File: config.mk
export PLATFORM = sky130hd
export DESIGN_NAME = avc_top
export DESIGN_NICKNAME = d
export VERILOG_FILES = /design/src/avc_pkg.sv /design/src/avc_tad_gen.sv /design/src/avc_top.sv
export VERILOG_INCLUDE_DIRS = /design/src
export SDC_FILE = /design/constraint.sdc
export NUM_CORES = 1
export LEC_CHECK = 0
export BUFFER_PORTS_ARGS = -buffer_cell sky130_fd_sc_hd__buf_4
export CORE_MARGIN = 8
export CORE_UTILIZATION = 57
export DETAILED_ROUTE_END_ITERATION = 10
export PLACE_DENSITY = 0.81
export SLEW_MARGIN = 30
export SYNTH_ARGS = -nofsm -noshare
export SYNTH_HDL_FRONTEND = slang
export SYNTH_SLANG_ARGS = --single-unit
File: constraint.sdc
create_clock -name clk -period 3.7 [get_ports clk]
set_input_delay 0 -clock clk [delete_from_list [all_inputs] [get_ports clk]]
set_output_delay 0 -clock clk [all_outputs]
set_load 0.02 [all_outputs]
File: src/avc_cfg.svh
`ifndef AVC_CFG_SVH
`define AVC_CFG_SVH

// register byte offsets
`define AVC_OFS_FIXED_REF_CTRL 8'h00
`define AVC_OFS_CONV_CTRL0 8'h04
`define AVC_OFS_CONV_CTRL1 8'h08
`define AVC_OFS_RESULT_HIGH 8'h0C
`define AVC_OFS_RESULT_LOW 8'h10
`define AVC_OFS_IRQ_STATUS 8'h14
`define AVC_OFS_IRQ_MASK 8'h18

// fixed_reference_control fields
`define AVC_FRC_ENABLE_BIT 7
`define AVC_FRC_READY_BIT 6
`define AVC_FRC_CDAC_LSB 2
`define AVC_FRC_ADC_LSB 0

// converter_control_0 fields
`define AVC_CC0_ON_BIT 0
`define AVC_CC0_GO_BIT 1
`define AVC_CC0_CHS_LSB 2

// converter_control_1 fields
`define AVC_CC1_FMT_BIT 7
`define AVC_CC1_CLK_LSB 4
`define AVC_CC1_NREF_BIT 2
`define AVC_CC1_PREF_LSB 0

// interrupt status / mask fields
`define AVC_IRQ_DONE_BIT 0
`define AVC_IRQ_READY_BIT 1

// reset values
`define AVC_RST_BYTE 8'h00
`define AVC_RST_WORD 32'h00000000

// encodings
`define AVC_CLK_RC 2'b11
`define AVC_PREF_FVR4X 2'b11
`define AVC_PREF_FVR2X 2'b10
`define AVC_TRIAL_TOP 10'h200

// timing counts in half periods of the conversion clock
`define AVC_SETTLE_HALVES 5'h03
`define AVC_BIT_HALVES 5'h02
`define AVC_TOP_BIT 4'h9

// reference stabilization in system clocks
`define AVC_REF_STAB_CYCLES 64

`endif

File: src/avc_pkg.sv
package avc_pkg;

    // conversion sequencer states
    typedef enum logic [1:0] {
        AVC_IDLE = 2'b00,
        AVC_SETTLE = 2'b01,
        AVC_BITS = 2'b10
    } avc_state_t;

    // divider exponent for a system clock selection
    function automatic logic [2:0] avc_half_shift(input logic [2:0] sel);
        avc_half_shift = {sel[1:0], sel[2]};
    endfunction : avc_half_shift

endpackage : avc_pkg

File: src/avc_tad_gen.sv
`timescale 1ns/10ps
`default_nettype none
`include "avc_cfg.svh"

module avc_tad_gen
    import avc_pkg::*;
(
    input wire logic clk,
    input wire logic nrst,
    input wire logic run,
    input wire logic [2:0] clock_select,
    input wire logic rc_tick,
    output logic half_tick
);

    logic [5:0] cnt;
    logic [5:0] next_cnt;
    logic next_half_tick;
    logic [5:0] limit;

    // half period tick generator
    always_comb begin
        limit = 6'((7'h01 << avc_half_shift(clock_select)) - 7'h01);
        next_cnt = cnt;
        next_half_tick = 1'b0;
        if (!run) begin
            next_cnt = 6'h00;
        end else if (clock_select[1:0] == `AVC_CLK_RC) begin
            next_cnt = 6'h00;
            next_half_tick = rc_tick;
        end else if (cnt == limit) begin
            next_cnt = 6'h00;
            next_half_tick = 1'b1;
        end else begin
            next_cnt = cnt + 6'h01;
        end
    end

    // divider registers
    always_ff @(posedge clk or negedge nrst) begin
        if (!nrst) begin
            cnt <= 6'h00;
            half_tick <= 1'b0;
        end else begin
            cnt <= next_cnt;
            half_tick <= next_half_tick;
        end
    end

endmodule : avc_tad_gen
`default_nettype wire

File: src/avc_top.sv
// Register access over APB and the register addresses were decided locally.
`timescale 1ns/10ps
`default_nettype none
`include "avc_cfg.svh"

// Function
// - enable bit switches fixed reference
// - ready flag after reference stabilizes
// - reserved reference bits read zero
// - comparator/dac gain field selects level
// - converter gain field selects level
// - ready always one with regulator
// - ten-bit successive approximation into result pair
// - completion interrupt, wakes from sleep
// - channel select drives sample-and-hold
// - positive reference select, no 4x low-voltage
// - negative reference pin or ground
// - three-bit conversion clock divider select
// - conversion lasts eleven and half periods
// - divided clock tracks system clock
// - go starts; done clears, flags, updates
// - format bit left or right justifies
module avc_top
    import avc_pkg::*;
#(
    parameter bit HAS_LDO = 1'b0,
    parameter bit LOW_VOLTAGE = 1'b0,
    parameter int REF_STAB_CYCLES = `AVC_REF_STAB_CYCLES,
    parameter int STAB_W = 16
)(
    input wire logic clk,
    input wire logic nrst,
    input wire logic [7:0] paddr,
    input wire logic psel,
    input wire logic penable,
    input wire logic pwrite,
    input wire logic [31:0] pwdata,
    output logic [31:0] prdata,
    output logic pready,
    output logic pslverr,
    output logic irq,
    output logic wake_request,
    input wire logic sleep_active,
    input wire logic rc_tick,
    input wire logic comparator_high,
    output logic reference_enable,
    output logic [1:0] comparator_dac_gain_select,
    output logic [1:0] converter_gain_select,
    output logic [4:0] channel_select,
    output logic [1:0] positive_reference_select,
    output logic negative_reference_select,
    output logic sample_hold_track,
    output logic [9:0] sar_trial
);

    // register state
    logic reference_ready_flag;
    logic converter_on;
    logic go_done;
    logic result_format_select;
    logic [2:0] conversion_clock_select;
    logic [7:0] result_high;
    logic [7:0] result_low;
    logic [1:0] irq_status;
    logic [1:0] irq_mask;
    avc_state_t state;
    logic [4:0] half_cnt;
    logic [3:0] bit_idx;
    logic [STAB_W-1:0] stab_cnt;
    logic half_tick;

    // next values
    logic [31:0] next_prdata;
    logic next_pready;
    logic next_pslverr;
    logic next_irq;
    logic next_wake_request;
    logic next_reference_enable;
    logic [1:0] next_cdac_gain;
    logic [1:0] next_adc_gain;
    logic [4:0] next_channel;
    logic [1:0] next_pref;
    logic next_nref;
    logic next_track;
    logic [9:0] next_trial;
    logic next_ready;
    logic next_converter_on;
    logic next_go_done;
    logic next_format;
    logic [2:0] next_clock_select;
    logic [7:0] next_result_high;
    logic [7:0] next_result_low;
    logic [1:0] next_irq_status;
    logic [1:0] next_irq_mask;
    avc_state_t next_state;
    logic [4:0] next_half_cnt;
    logic [3:0] next_bit_idx;
    logic [STAB_W-1:0] next_stab_cnt;

    // bus strobes
    logic setup;
    logic wr;
    logic [1:0] set_events;
    logic [9:0] new_result;
    logic update_result;

    // conversion clock source
    avc_tad_gen u_tad (
        .clk(clk),
        .nrst(nrst),
        .run(state != AVC_IDLE),
        .clock_select(conversion_clock_select),
        .rc_tick(rc_tick),
        .half_tick(half_tick)
    );

    // address decode
    function automatic logic avc_mapped(input logic [7:0] a);
        case (a)
            `AVC_OFS_FIXED_REF_CTRL, `AVC_OFS_CONV_CTRL0, `AVC_OFS_CONV_CTRL1,
            `AVC_OFS_RESULT_HIGH, `AVC_OFS_RESULT_LOW, `AVC_OFS_IRQ_STATUS,
            `AVC_OFS_IRQ_MASK: avc_mapped = 1'b1;
            default: avc_mapped = 1'b0;
        endcase
    endfunction : avc_mapped

    // terminated result: undecided bits copy the last decided bit
    function automatic logic [9:0] avc_partial(input logic [9:0] acc, input logic [3:0] idx, input logic any);
        logic [9:0] r;
        r = 10'h000;
        for (int j = 0; j < 10; j++) begin
            if (!any) begin
                r[j] = 1'b0;
            end else if (j > int'(idx)) begin
                r[j] = acc[j];
            end else begin
                r[j] = acc[int'(idx) + 1];
            end
        end
        avc_partial = r;
    endfunction : avc_partial

    // apb slave: one wait state, data and error captured at setup
    always_comb begin
        setup = psel && !penable;
        wr = psel && penable && pready && pwrite;
        next_pready = setup;
        next_pslverr = setup && !avc_mapped(paddr);
        next_prdata = prdata;
        if (setup) begin
            next_prdata = `AVC_RST_WORD;
            case (paddr)
                `AVC_OFS_FIXED_REF_CTRL: next_prdata[7:0] = {reference_enable, reference_ready_flag, 2'b00,
                    comparator_dac_gain_select, converter_gain_select};
                `AVC_OFS_CONV_CTRL0: next_prdata[7:0] = {1'b0, channel_select, go_done, converter_on};
                `AVC_OFS_CONV_CTRL1: next_prdata[7:0] = {result_format_select, conversion_clock_select, 1'b0,
                    negative_reference_select, positive_reference_select};
                `AVC_OFS_RESULT_HIGH: next_prdata[7:0] = result_high;
                `AVC_OFS_RESULT_LOW: next_prdata[7:0] = result_low;
                `AVC_OFS_IRQ_STATUS: next_prdata[1:0] = irq_status;
                `AVC_OFS_IRQ_MASK: next_prdata[1:0] = irq_mask;
                default: next_prdata = `AVC_RST_WORD;
            endcase
        end
    end

    // bus registers
    always_ff @(posedge clk or negedge nrst) begin
        if (!nrst) begin
            prdata <= `AVC_RST_WORD;
            pready <= 1'b0;
            pslverr <= 1'b0;
        end else begin
            prdata <= next_prdata;
            pready <= next_pready;
            pslverr <= next_pslverr;
        end
    end

    // configuration, reference, sequencer and interrupts
    always_comb begin
        next_reference_enable = reference_enable;
        next_cdac_gain = comparator_dac_gain_select;
        next_adc_gain = converter_gain_select;
        next_channel = channel_select;
        next_pref = positive_reference_select;
        next_nref = negative_reference_select;
        next_converter_on = converter_on;
        next_go_done = go_done;
        next_format = result_format_select;
        next_clock_select = conversion_clock_select;
        next_result_high = result_high;
        next_result_low = result_low;
        next_irq_mask = irq_mask;
        next_state = state;
        next_half_cnt = half_cnt;
        next_bit_idx = bit_idx;
        next_trial = sar_trial;
        next_stab_cnt = stab_cnt;
        next_ready = reference_ready_flag;
        set_events = 2'b00;
        new_result = 10'h000;
        update_result = 1'b0;

        // register writes
        if (wr) begin
            case (paddr)
                `AVC_OFS_FIXED_REF_CTRL: begin
                    next_reference_enable = pwdata[`AVC_FRC_ENABLE_BIT];
                    next_cdac_gain = pwdata[`AVC_FRC_CDAC_LSB +: 2];
                    next_adc_gain = pwdata[`AVC_FRC_ADC_LSB +: 2];
                end
                `AVC_OFS_CONV_CTRL0: begin
                    next_converter_on = pwdata[`AVC_CC0_ON_BIT];
                    next_channel = pwdata[`AVC_CC0_CHS_LSB +: 5];
                end
                `AVC_OFS_CONV_CTRL1: begin
                    next_format = pwdata[`AVC_CC1_FMT_BIT];
                    next_clock_select = pwdata[`AVC_CC1_CLK_LSB +: 3];
                    next_nref = pwdata[`AVC_CC1_NREF_BIT];
                    if (LOW_VOLTAGE && pwdata[`AVC_CC1_PREF_LSB +: 2] == `AVC_PREF_FVR4X) begin
                        next_pref = `AVC_PREF_FVR2X;
                    end else begin
                        next_pref = pwdata[`AVC_CC1_PREF_LSB +: 2];
                    end
                end
                `AVC_OFS_IRQ_MASK: next_irq_mask = pwdata[1:0];
                default: next_irq_mask = irq_mask;
            endcase
        end

        // go starts conversion, clearing go aborts it; other control writes keep the half ticks
        if (wr && paddr == `AVC_OFS_CONV_CTRL0 && pwdata[`AVC_CC0_GO_BIT] && next_converter_on
                && state == AVC_IDLE) begin
            next_go_done = 1'b1;
            next_state = AVC_SETTLE;
            next_half_cnt = 5'h00;
            next_trial = 10'h000;
        end else if (wr && paddr == `AVC_OFS_CONV_CTRL0 && !pwdata[`AVC_CC0_GO_BIT] && state != AVC_IDLE) begin
            // software abort keeps the partial result
            next_go_done = 1'b0;
            next_state = AVC_IDLE;
            update_result = 1'b1;
            new_result = avc_partial(sar_trial, bit_idx, state == AVC_BITS && bit_idx != `AVC_TOP_BIT);
        end else if (state != AVC_IDLE && (!converter_on ||
                (sleep_active && conversion_clock_select[1:0] != `AVC_CLK_RC))) begin
            next_go_done = 1'b0;
            next_state = AVC_IDLE;
        end else if (half_tick) begin
            // one and a half periods settle, two halves per bit
            case (state)
                AVC_SETTLE: begin
                    if (half_cnt == `AVC_SETTLE_HALVES - 5'h01) begin
                        next_state = AVC_BITS;
                        next_half_cnt = 5'h00;
                        next_bit_idx = `AVC_TOP_BIT;
                        next_trial = `AVC_TRIAL_TOP;
                    end else begin
                        next_half_cnt = half_cnt + 5'h01;
                    end
                end
                AVC_BITS: begin
                    if (half_cnt == `AVC_BIT_HALVES - 5'h01) begin
                        next_half_cnt = 5'h00;
                        next_trial[bit_idx] = comparator_high;
                        if (bit_idx == 4'h0) begin
                            next_state = AVC_IDLE;
                            next_go_done = 1'b0;
                            set_events[`AVC_IRQ_DONE_BIT] = 1'b1;
                            update_result = 1'b1;
                            new_result = next_trial;
                        end else begin
                            next_bit_idx = bit_idx - 4'h1;
                            next_trial[bit_idx - 4'h1] = 1'b1;
                        end
                    end else begin
                        next_half_cnt = half_cnt + 5'h01;
                    end
                end
                default: next_state = AVC_IDLE;
            endcase
        end

        if (update_result) begin
            if (next_format) begin
                next_result_high = new_result[9:2];
                next_result_low = {new_result[1:0], 6'h00};
            end else begin
                next_result_high = {6'h00, new_result[9:8]};
                next_result_low = new_result[7:0];
            end
        end

        if (HAS_LDO) begin
            next_ready = 1'b1;
            next_stab_cnt = '0;
        end else if (!next_reference_enable) begin
            next_ready = 1'b0;
            next_stab_cnt = '0;
        end else if (!reference_ready_flag) begin
            if (stab_cnt == STAB_W'(REF_STAB_CYCLES - 1)) begin
                next_ready = 1'b1;
            end else begin
                next_stab_cnt = stab_cnt + 1'b1;
            end
        end
        if (next_ready && !reference_ready_flag && !HAS_LDO) begin
            set_events[`AVC_IRQ_READY_BIT] = 1'b1;
        end

        // sticky flags, a new event beats write-one clear
        next_irq_status = irq_status;
        if (wr && paddr == `AVC_OFS_IRQ_STATUS) begin
            next_irq_status = irq_status & ~pwdata[1:0];
        end
        next_irq_status = next_irq_status | set_events;

        next_irq = |(next_irq_status & next_irq_mask);
        next_wake_request = sleep_active && next_irq_status[`AVC_IRQ_DONE_BIT] && next_irq_mask[`AVC_IRQ_DONE_BIT];
        next_track = next_converter_on && next_state == AVC_IDLE;
    end

    // core registers
    always_ff @(posedge clk or negedge nrst) begin
        if (!nrst) begin
            reference_enable <= 1'b0;
            comparator_dac_gain_select <= 2'b00;
            converter_gain_select <= 2'b00;
            channel_select <= 5'h00;
            positive_reference_select <= 2'b00;
            negative_reference_select <= 1'b0;
            converter_on <= 1'b0;
            go_done <= 1'b0;
            result_format_select <= 1'b0;
            conversion_clock_select <= 3'h0;
            result_high <= `AVC_RST_BYTE;
            result_low <= `AVC_RST_BYTE;
            irq_status <= 2'b00;
            irq_mask <= 2'b00;
            state <= AVC_IDLE;
            half_cnt <= 5'h00;
            bit_idx <= 4'h0;
            sar_trial <= 10'h000;
            stab_cnt <= '0;
            reference_ready_flag <= 1'b0;
            irq <= 1'b0;
            wake_request <= 1'b0;
            sample_hold_track <= 1'b0;
        end else begin
            reference_enable <= next_reference_enable;
            comparator_dac_gain_select <= next_cdac_gain;
            converter_gain_select <= next_adc_gain;
            channel_select <= next_channel;
            positive_reference_select <= next_pref;
            negative_reference_select <= next_nref;
            converter_on <= next_converter_on;
            go_done <= next_go_done;
            result_format_select <= next_format;
            conversion_clock_select <= next_clock_select;
            result_high <= next_result_high;
            result_low <= next_result_low;
            irq_status <= next_irq_status;
            irq_mask <= next_irq_mask;
            state <= next_state;
            half_cnt <= next_half_cnt;
            bit_idx <= next_bit_idx;
            sar_trial <= next_trial;
            stab_cnt <= next_stab_cnt;
            reference_ready_flag <= next_ready;
            irq <= next_irq;
            wake_request <= next_wake_request;
            sample_hold_track <= next_track;
        end
    end

endmodule : avc_top
`default_nettype wire

### Word-level counts from Yosys, hierarchy flattened

Cells that the tools add are included.

| storage, ports and cells | value |
|---|---|
| register bits after elaboration | 97 |
| bits in latches | 0 |
| bits in writable memories | 0 |
| memory bits (read-only) | 0 |
| bits of input ports | 48 |
| output and inout port bits | 60 |
| word-level logic and storage cells | 234 |
| memories kept | 0 |

| operators by class | value |
|---|---|
| add/subtract/negate cells | 6 |
| multiply operators | 0 |
| divide/modulo/power cells | 0 |
| magnitude comparators | 14 |
| eq/ne operators | 24 |
| shifts and indexed selects | 1 |
| multiplexer cells | 104 |
| bitwise operators | 8 |
| reductions and logical operators | 49 |

Operators with widths:

| kind | count |
|---|---|
| 10-bit 2-to-1 mux | 14 |
| 1-bit 2-to-1 mux | 53 |
| 16-bit 2-to-1 mux | 3 |
| 5-bit 2-to-1 mux | 6 |
| 6-bit one-hot mux with 5 select lines | 1 |
| 8-bit by 5-bit == test with 1-bit output, second input constant | 3 |
| 1-bit logical AND | 21 |
| 2-bit 2-to-1 mux | 10 |
| 10-bit one-hot mux with 2 select lines | 1 |
| 6-bit 2-to-1 mux | 3 |
| 16-bit by 1-bit adder with 16-bit output, second input constant | 1 |
| 16-bit by 6-bit == test with 1-bit output, second input constant | 1 |
| 8-bit by 4-bit == test with 1-bit output, second input constant | 2 |
| 3-bit by 4-bit > comparator with 1-bit output, first input constant | 4 |
| 8-bit 2-to-1 mux | 2 |
| 4-bit nonzero test | 4 |
| 2-bit inequality test, second input constant | 7 |
| 2-bit one-hot mux with 7 select lines | 1 |
| 4-bit 2-to-1 mux | 3 |
| 10-bit bitwise mux | 1 |
| 4-bit by 5-bit < comparator with 1-bit output, second input constant | 2 |
| 10-bit bitwise OR | 1 |
| 5-bit one-hot mux with 2 select lines | 1 |
| 1-bit demux with 4-bit select | 2 |
| other kinds (41) | 59 |

### Depth between registers and ports, before layout

| logic depth | value |
|---|---|
| depth in word-level cells | 13 |
| mapped depth | 11 |

### Hierarchy

From an unflattened synthesis, not the netlist that was laid out.

| second synthesis, totals | value |
|---|---|
| cells, all modules | 647 |
| area total of the unflattened synthesis | 5,998.3 um^2 |

By module, submodules not included:

| module | instances | cells each | area each (um^2) | seq. area each (um^2) |
|---|---|---|---|---|
| avc_top | 1 | 595 | 5,507.8 | 2,252.2 |
| avc_tad_gen | 1 | 52 | 490.5 | 175.2 |

### Worst setup path before layout

Ideal clock, no wire load.

| timing | value |
|---|---|
| path type | flip-flop to flip-flop |
| from | register bit_idx[0] |
| to | register result_low[7] |
| library setup time | 0.087 ns |
| arrival time | 2.635 ns |
| slack | 0.978 ns |
| cell stages (with the launch flop) | 11 |
| path buffers | 1 |
| path through | dfrtp_1 buf_2 inv_1 ha_1 mux4_2 mux2i_1 o21a_1 o311ai_4 nor2_1 or4_1 o211ai_1 |

| on the way | value |
|---|---|
| word-level cells in the longest chain between the ends | 13 |

Ends and longest elaborated chain:

| what | line | source |
|---|---|---|
| start: declaration | avc_top.sv:68 | `logic [3:0] bit_idx;` |
| start signal: assignment | avc_top.sv:366 | `bit_idx <= next_bit_idx;` |
| 4-bit by 5-bit < comparator with 1-bit output (implied by the code) / 4-bit by 1-bit greater-or-equal comparator with 1-bit output (equally long branches) | avc_top.sv:265 | `next_trial[bit_idx] = comparator_high;` |
| 1-bit logical AND (implied by the code) | avc_top.sv:265 |  |
| 1-bit 2-to-1 mux (implied by the code) | avc_top.sv:265 |  |
| 1-bit demux with 4-bit select | avc_top.sv:265 |  |
| 10-bit bitwise mux | avc_top.sv:265 |  |
| 10-bit 2-to-1 mux | avc_top.sv:266 | `if (bit_idx == 4'h0) begin` |
| 10-bit 2-to-1 mux | avc_top.sv:263 | `` if (half_cnt == `AVC_BIT_HALVES - 5'h01) begin `` |
| 10-bit 2-to-1 mux | avc_top.sv:251 | `case (state)` |
| 10-bit 2-to-1 mux | avc_top.sv:249 | `end else if (half_tick) begin` |
| 10-bit 2-to-1 mux | avc_top.sv:245 | `end else if (state != AVC_IDLE && (!converter_on \|\|` |
| 10-bit 2-to-1 mux | avc_top.sv:239 | `` end else if (wr && paddr == `AVC_OFS_CONV_CTRL0 && !pwdata[`AVC_CC0_GO_BIT] && state != AVC_IDLE) begin `` |
| 10-bit 2-to-1 mux | avc_top.sv:233 | `` if (wr && paddr == `AVC_OFS_CONV_CTRL0 && pwdata[`AVC_CC0_GO_BIT] && next_converter_on `` |
| 8-bit 2-to-1 mux | avc_top.sv:285 | `if (next_format) begin` |
| end signal: assignment | avc_top.sv:337 | `` result_low <= `AVC_RST_BYTE; `` |
| end signal: assignment | avc_top.sv:361 | `result_low <= next_result_low;` |
| end: declaration | avc_top.sv:63 | `logic [7:0] result_low;` |

Parallel ways exist; a longest one is shown, timed or not. The select of a mux whose other input is x is not followed.
A chain may end at the register's enable or synchronous reset.

### Final worst setup path

| timing | value |
|---|---|
| from | register bit_idx[0] |
| to | register result_low[6] |

Same word-level chain as after synthesis.

==> results.txt <==
* Run status: complete, no violations
- Cell variety after synth: 78
* Largest vdd supply drop: 0.220 mV
- Share of total power consumed by net switching: 24.2%
* Final standard cell count with taps included and fillers excluded: 852
- Switching power summed over all nets: 0.477 mW
* Share of the yosys chip area belonging to registers: 40.7%
* Least-Margin Pin Slew: 791 ps
* Number of clock sinks: 97
* Remaining DRCs: 0
- Across all register-to-register paths, the minimum setup slack is 670 ps.
* Combinational group share of total power: 6.7%
* Root buffer cell: clkbuf_8
- Required time of the worst setup path: 3960 ps
- The number of placed instances, taps included, is 823.
* Synth Flop Type: dfrtp_1
- Maximum number of pins on one net before global-route repair: 63
- CP max-delay cell: dfrtp_1
- After layout, the minimum clock period comes to 3030 ps.
- The most common cell in the synthesized netlist is dfrtp_1.
- Number of max-cap violations: 0
* Post-CTS setup repair buffer count: 0
- Number of antenna violations at the first check in global routing: 0
* Hold Buf Count CTS: 14
* Clock tree from TritonCTS: yes
- Number of buffer and inverter instances along the worst setup path: 0
- Counting flops with an async set or reset pin after synthesis yields a share of 100%.
* Detailed-routing iteration count for the pre-antenna-repair pass: 7
- Via count of the first global-routing pass: 4975
- DIE AREA: 14000 um2
- Worst hold slack: 46.0 ps
- The number of gates resized after CTS was 0.
- Of the total power, the clock network draws 38.9%.
* Worst Setup End Kind: register
- In this run the mean area of a mapped cell was 9.20 um2.
* Die Y-Extent: 118 um
- Summed over its instances, the top area cell type makes up 40.7% of the synthesized netlist area.
- For this design the ratio of total power to cell area is 291 nW/um2.
- Final sum of negative setup slack: 0 ps
* Port Buf Inserts: 59
- Final Max Tran Viols: 0
- Global route overflow: 0
- Clock skew: 11.3 ps
* Die Width: 118 um
* Count of warnings emitted by yosys: 0
- Standard cell core area: 10200 um2
* Final number of setup-violating endpoints: 0
- HPWL Detailed: 11700 um
- Design Power: 1.97 mW
* Via count: 5170
* Violation count after the first detailed-route iteration: 541
- Dividing the final minimum period by the clock period gives 81.8%.
- Yosys mapped a number of flops with a built-in enable equal to 0.
* Overall routing resource usage: 22.1%
- Count of state elements after synthesis: 97
- The clock tree synthesis step divided the H-tree into 3 levels.
- In this run, flip-flops and latches consume 54.4% of the power.
- In this run the static leakage power is 3.11 nW.
* Number of cells produced by synthesis: 649
- Count of inserted antenna diode cells: 0
* Post-Synthesis Cell Area: 5970 um2
- In the synthesized netlist, the cells that appear most often are dfrtp_1, nand2_1, nor2_1.
- Static timing analysis puts the maximum clock frequency at 330 MHz.
- Crit Path Class: register to register
- In this run the tightest slew margin relative to its limit is 47.3%.
- Routability-driven placement finished with a final weighted congestion of 0.927.
* Number of rows in the core area: 37
- Traced cell by cell, the critical path runs through ha_1 > mux4_2 > and3_1 > o21ai_1 > o311ai_4 > a32oi_1 > a221oi_1 > a21o_1.
- Critical-path maximum fanout: 12
- The detail route stage leaves a number of antenna-violating nets equal to 0.
- By area the synthesized netlist is led by dfrtp_1, nand2_1, mux2i_1.
* Insertion delay to the later sink of the worst-skew pair: 370 ps
* Internal power contribution: 1.49 mW
* Net count reported at finish: 774
* Clock Path Buffers: 2
- After clock tree synthesis, the clock-pin slew on the worst setup and hold paths is 100 ps.
- The first global-routing pass estimated 25600 um of wire.
- Share of final-layout standard cells stronger than drive strength 1: 17.9%
- Number of primary I/O pins: 108
- Hold Path Class: input pin to register
- STA classifies the critical path startpoint as a register.
- Using the TritonRoute via totals, the vias-per-cell ratio works out to 6.07.
* CP delay by family, top: compound AO/OA/AOI/OAI gates
- Number of buffers inserted during clock tree synthesis: 9
* Delay of the slowest critical-path stage: 570 ps
- Effective utilization at floorplan: 58.3%
- Hold Fails Final Rpt: 0
- Setup repair after global routing missed its margin: no
- Dividing the detail-routed wire length by the instance count gives 18.4 um.
- From synthesis to final layout, the design area changed by 13.0%.
* Final WL: 15700 um
- CP arrival: 3290 ps
* Leading area contributor after synthesis: dfrtp_1
## layout by cell type (no fill, tap or decap), drive strengths merged, types with 3 or more instances in the layout
| master | netlist | layout |
|---|---|---|
| dfrtp | 97 | 97 |
| nand2 | 91 | 91 |
| nor2 | 67 | 67 |
| buf | 38 | 64 |
| o21ai | 47 | 47 |
| a21oi | 39 | 39 |
| mux2i | 28 | 28 |
| conb | 1 | 24 |
| inv | 21 | 23 |
| nand3 | 20 | 20 |
| mux2 | 17 | 17 |
| ha | 14 | 14 |
| dlygate4sd3 | 0 | 14 |
| nor3 | 12 | 12 |
| xor2 | 11 | 11 |
| and3 | 10 | 10 |
| nand4 | 10 | 10 |
| xnor2 | 9 | 9 |
| clkbuf | 11 | 9 |
| nand3b | 7 | 7 |
| o31ai | 7 | 7 |
| o22ai | 6 | 6 |
| nor4 | 6 | 6 |
| and2 | 5 | 5 |
| a22o | 5 | 5 |
| a31oi | 4 | 4 |
| or4 | 4 | 4 |
| nand2b | 4 | 4 |
| o21a | 4 | 4 |
| or3 | 4 | 4 |
| a2111oi | 4 | 4 |
| and4 | 3 | 3 |
| nor2b | 3 | 3 |
| a21o | 3 | 3 |
| a211oi | 3 | 3 |
| mux4 | 3 | 3 |
## cell families after synthesis
group	Yosys count	synth area share [%]
AOI/OAI and AO/OA	145	16.6
xor gates and xnor gates	20	2.93
adders and majority gates	14	2.93
buffers and inverters	70	6.71
DFF	97	40.7
muxes	48	9.24
other	1	0.0628
and+or+nand+nor	254	20.9
## flip-flops by register name (all words and copies together), names as in the netlist, 2 cells and up
register and flops:
converter_gain_select 2, irq_mask 2, u_tad.cnt 6, stab_cnt 16, half_cnt 5, state 2
channel_select 5, irq_status 2, sar_trial 10, prdata 8, result_low 8, conversion_clock_select 3
bit_idx 4, comparator_dac_gain_select 2, result_high 8, positive_reference_select 2
## cell type report
class / count / area (um2)
Fill cell: 834 / 3490
Multi-Input combinational cell: 505 / 3230
Timing Repair Buffer: 78 / 621
Tap cell: 136 / 170
Sequential cell: 97 / 2430
Inverter: 21 / 78.8
Clock buffer: 9 / 124
Clock inverter: 6 / 90.1
## layer usage
metal	routed length (um)	up-vias	global-route usage [%]
met4	430	0	9.45
met2	7450	234	36.1
li1	-	2386	-
met5	0	-	0
met3	1150	39	4.00
met1	6670	2511	28.3
## worst paths after layout
| kind | start | endpoint | depth (start not counted) |
|---|---|---|---|
| worst min-delay path | pwdata[7] | reference_enable$_DFF_PN0_ | 3 |
| worst max register to register | bit_idx[0]$_DFFE_PN0P_ | result_low[6]$_DFFE_PN0P_ | 8 |
| min in group asynchronous | nrst | u_tad.cnt[3]$_DFF_PN0_ | 2 |
| max in group asynchronous | nrst | sar_trial[6]$_DFFE_PN0P_ | 3 |
| worst min register to register | prdata[7]$_DFFE_PN0P_ | prdata[7]$_DFFE_PN0P_ | 2 |
| worst max-delay path | bit_idx[0]$_DFFE_PN0P_ | result_low[6]$_DFFE_PN0P_ | 8 |
## power by group through the flow
stage	Combinational (mW)	Clock (mW)	Sequential, mW
after global routing	0.143	0.816	1.07
after detailed placement	0.118	0	1.09
final	0.131	0.766	1.07
after CTS	0.130	0.777	1.07
after global placement	0.115	0	1.09
after floorplan	0.0719	0	1.09
## tightest hold or removal path, cell delays in order
cell	delay (ps)
buf_4	110
mux2i_4	170
inv_1	90
## stage by stage
stage	area [um2]	setup slack (ps)	util, %
finish	6750	673	65.9
global route	6750	526	65.9
CTS	6750	734	65.9
detailed placement	6390	750	62.5
global placement	6390	802	62.5
floorplan	6060	978	-
No activity file was read; power rests on OpenSTA's default activity.
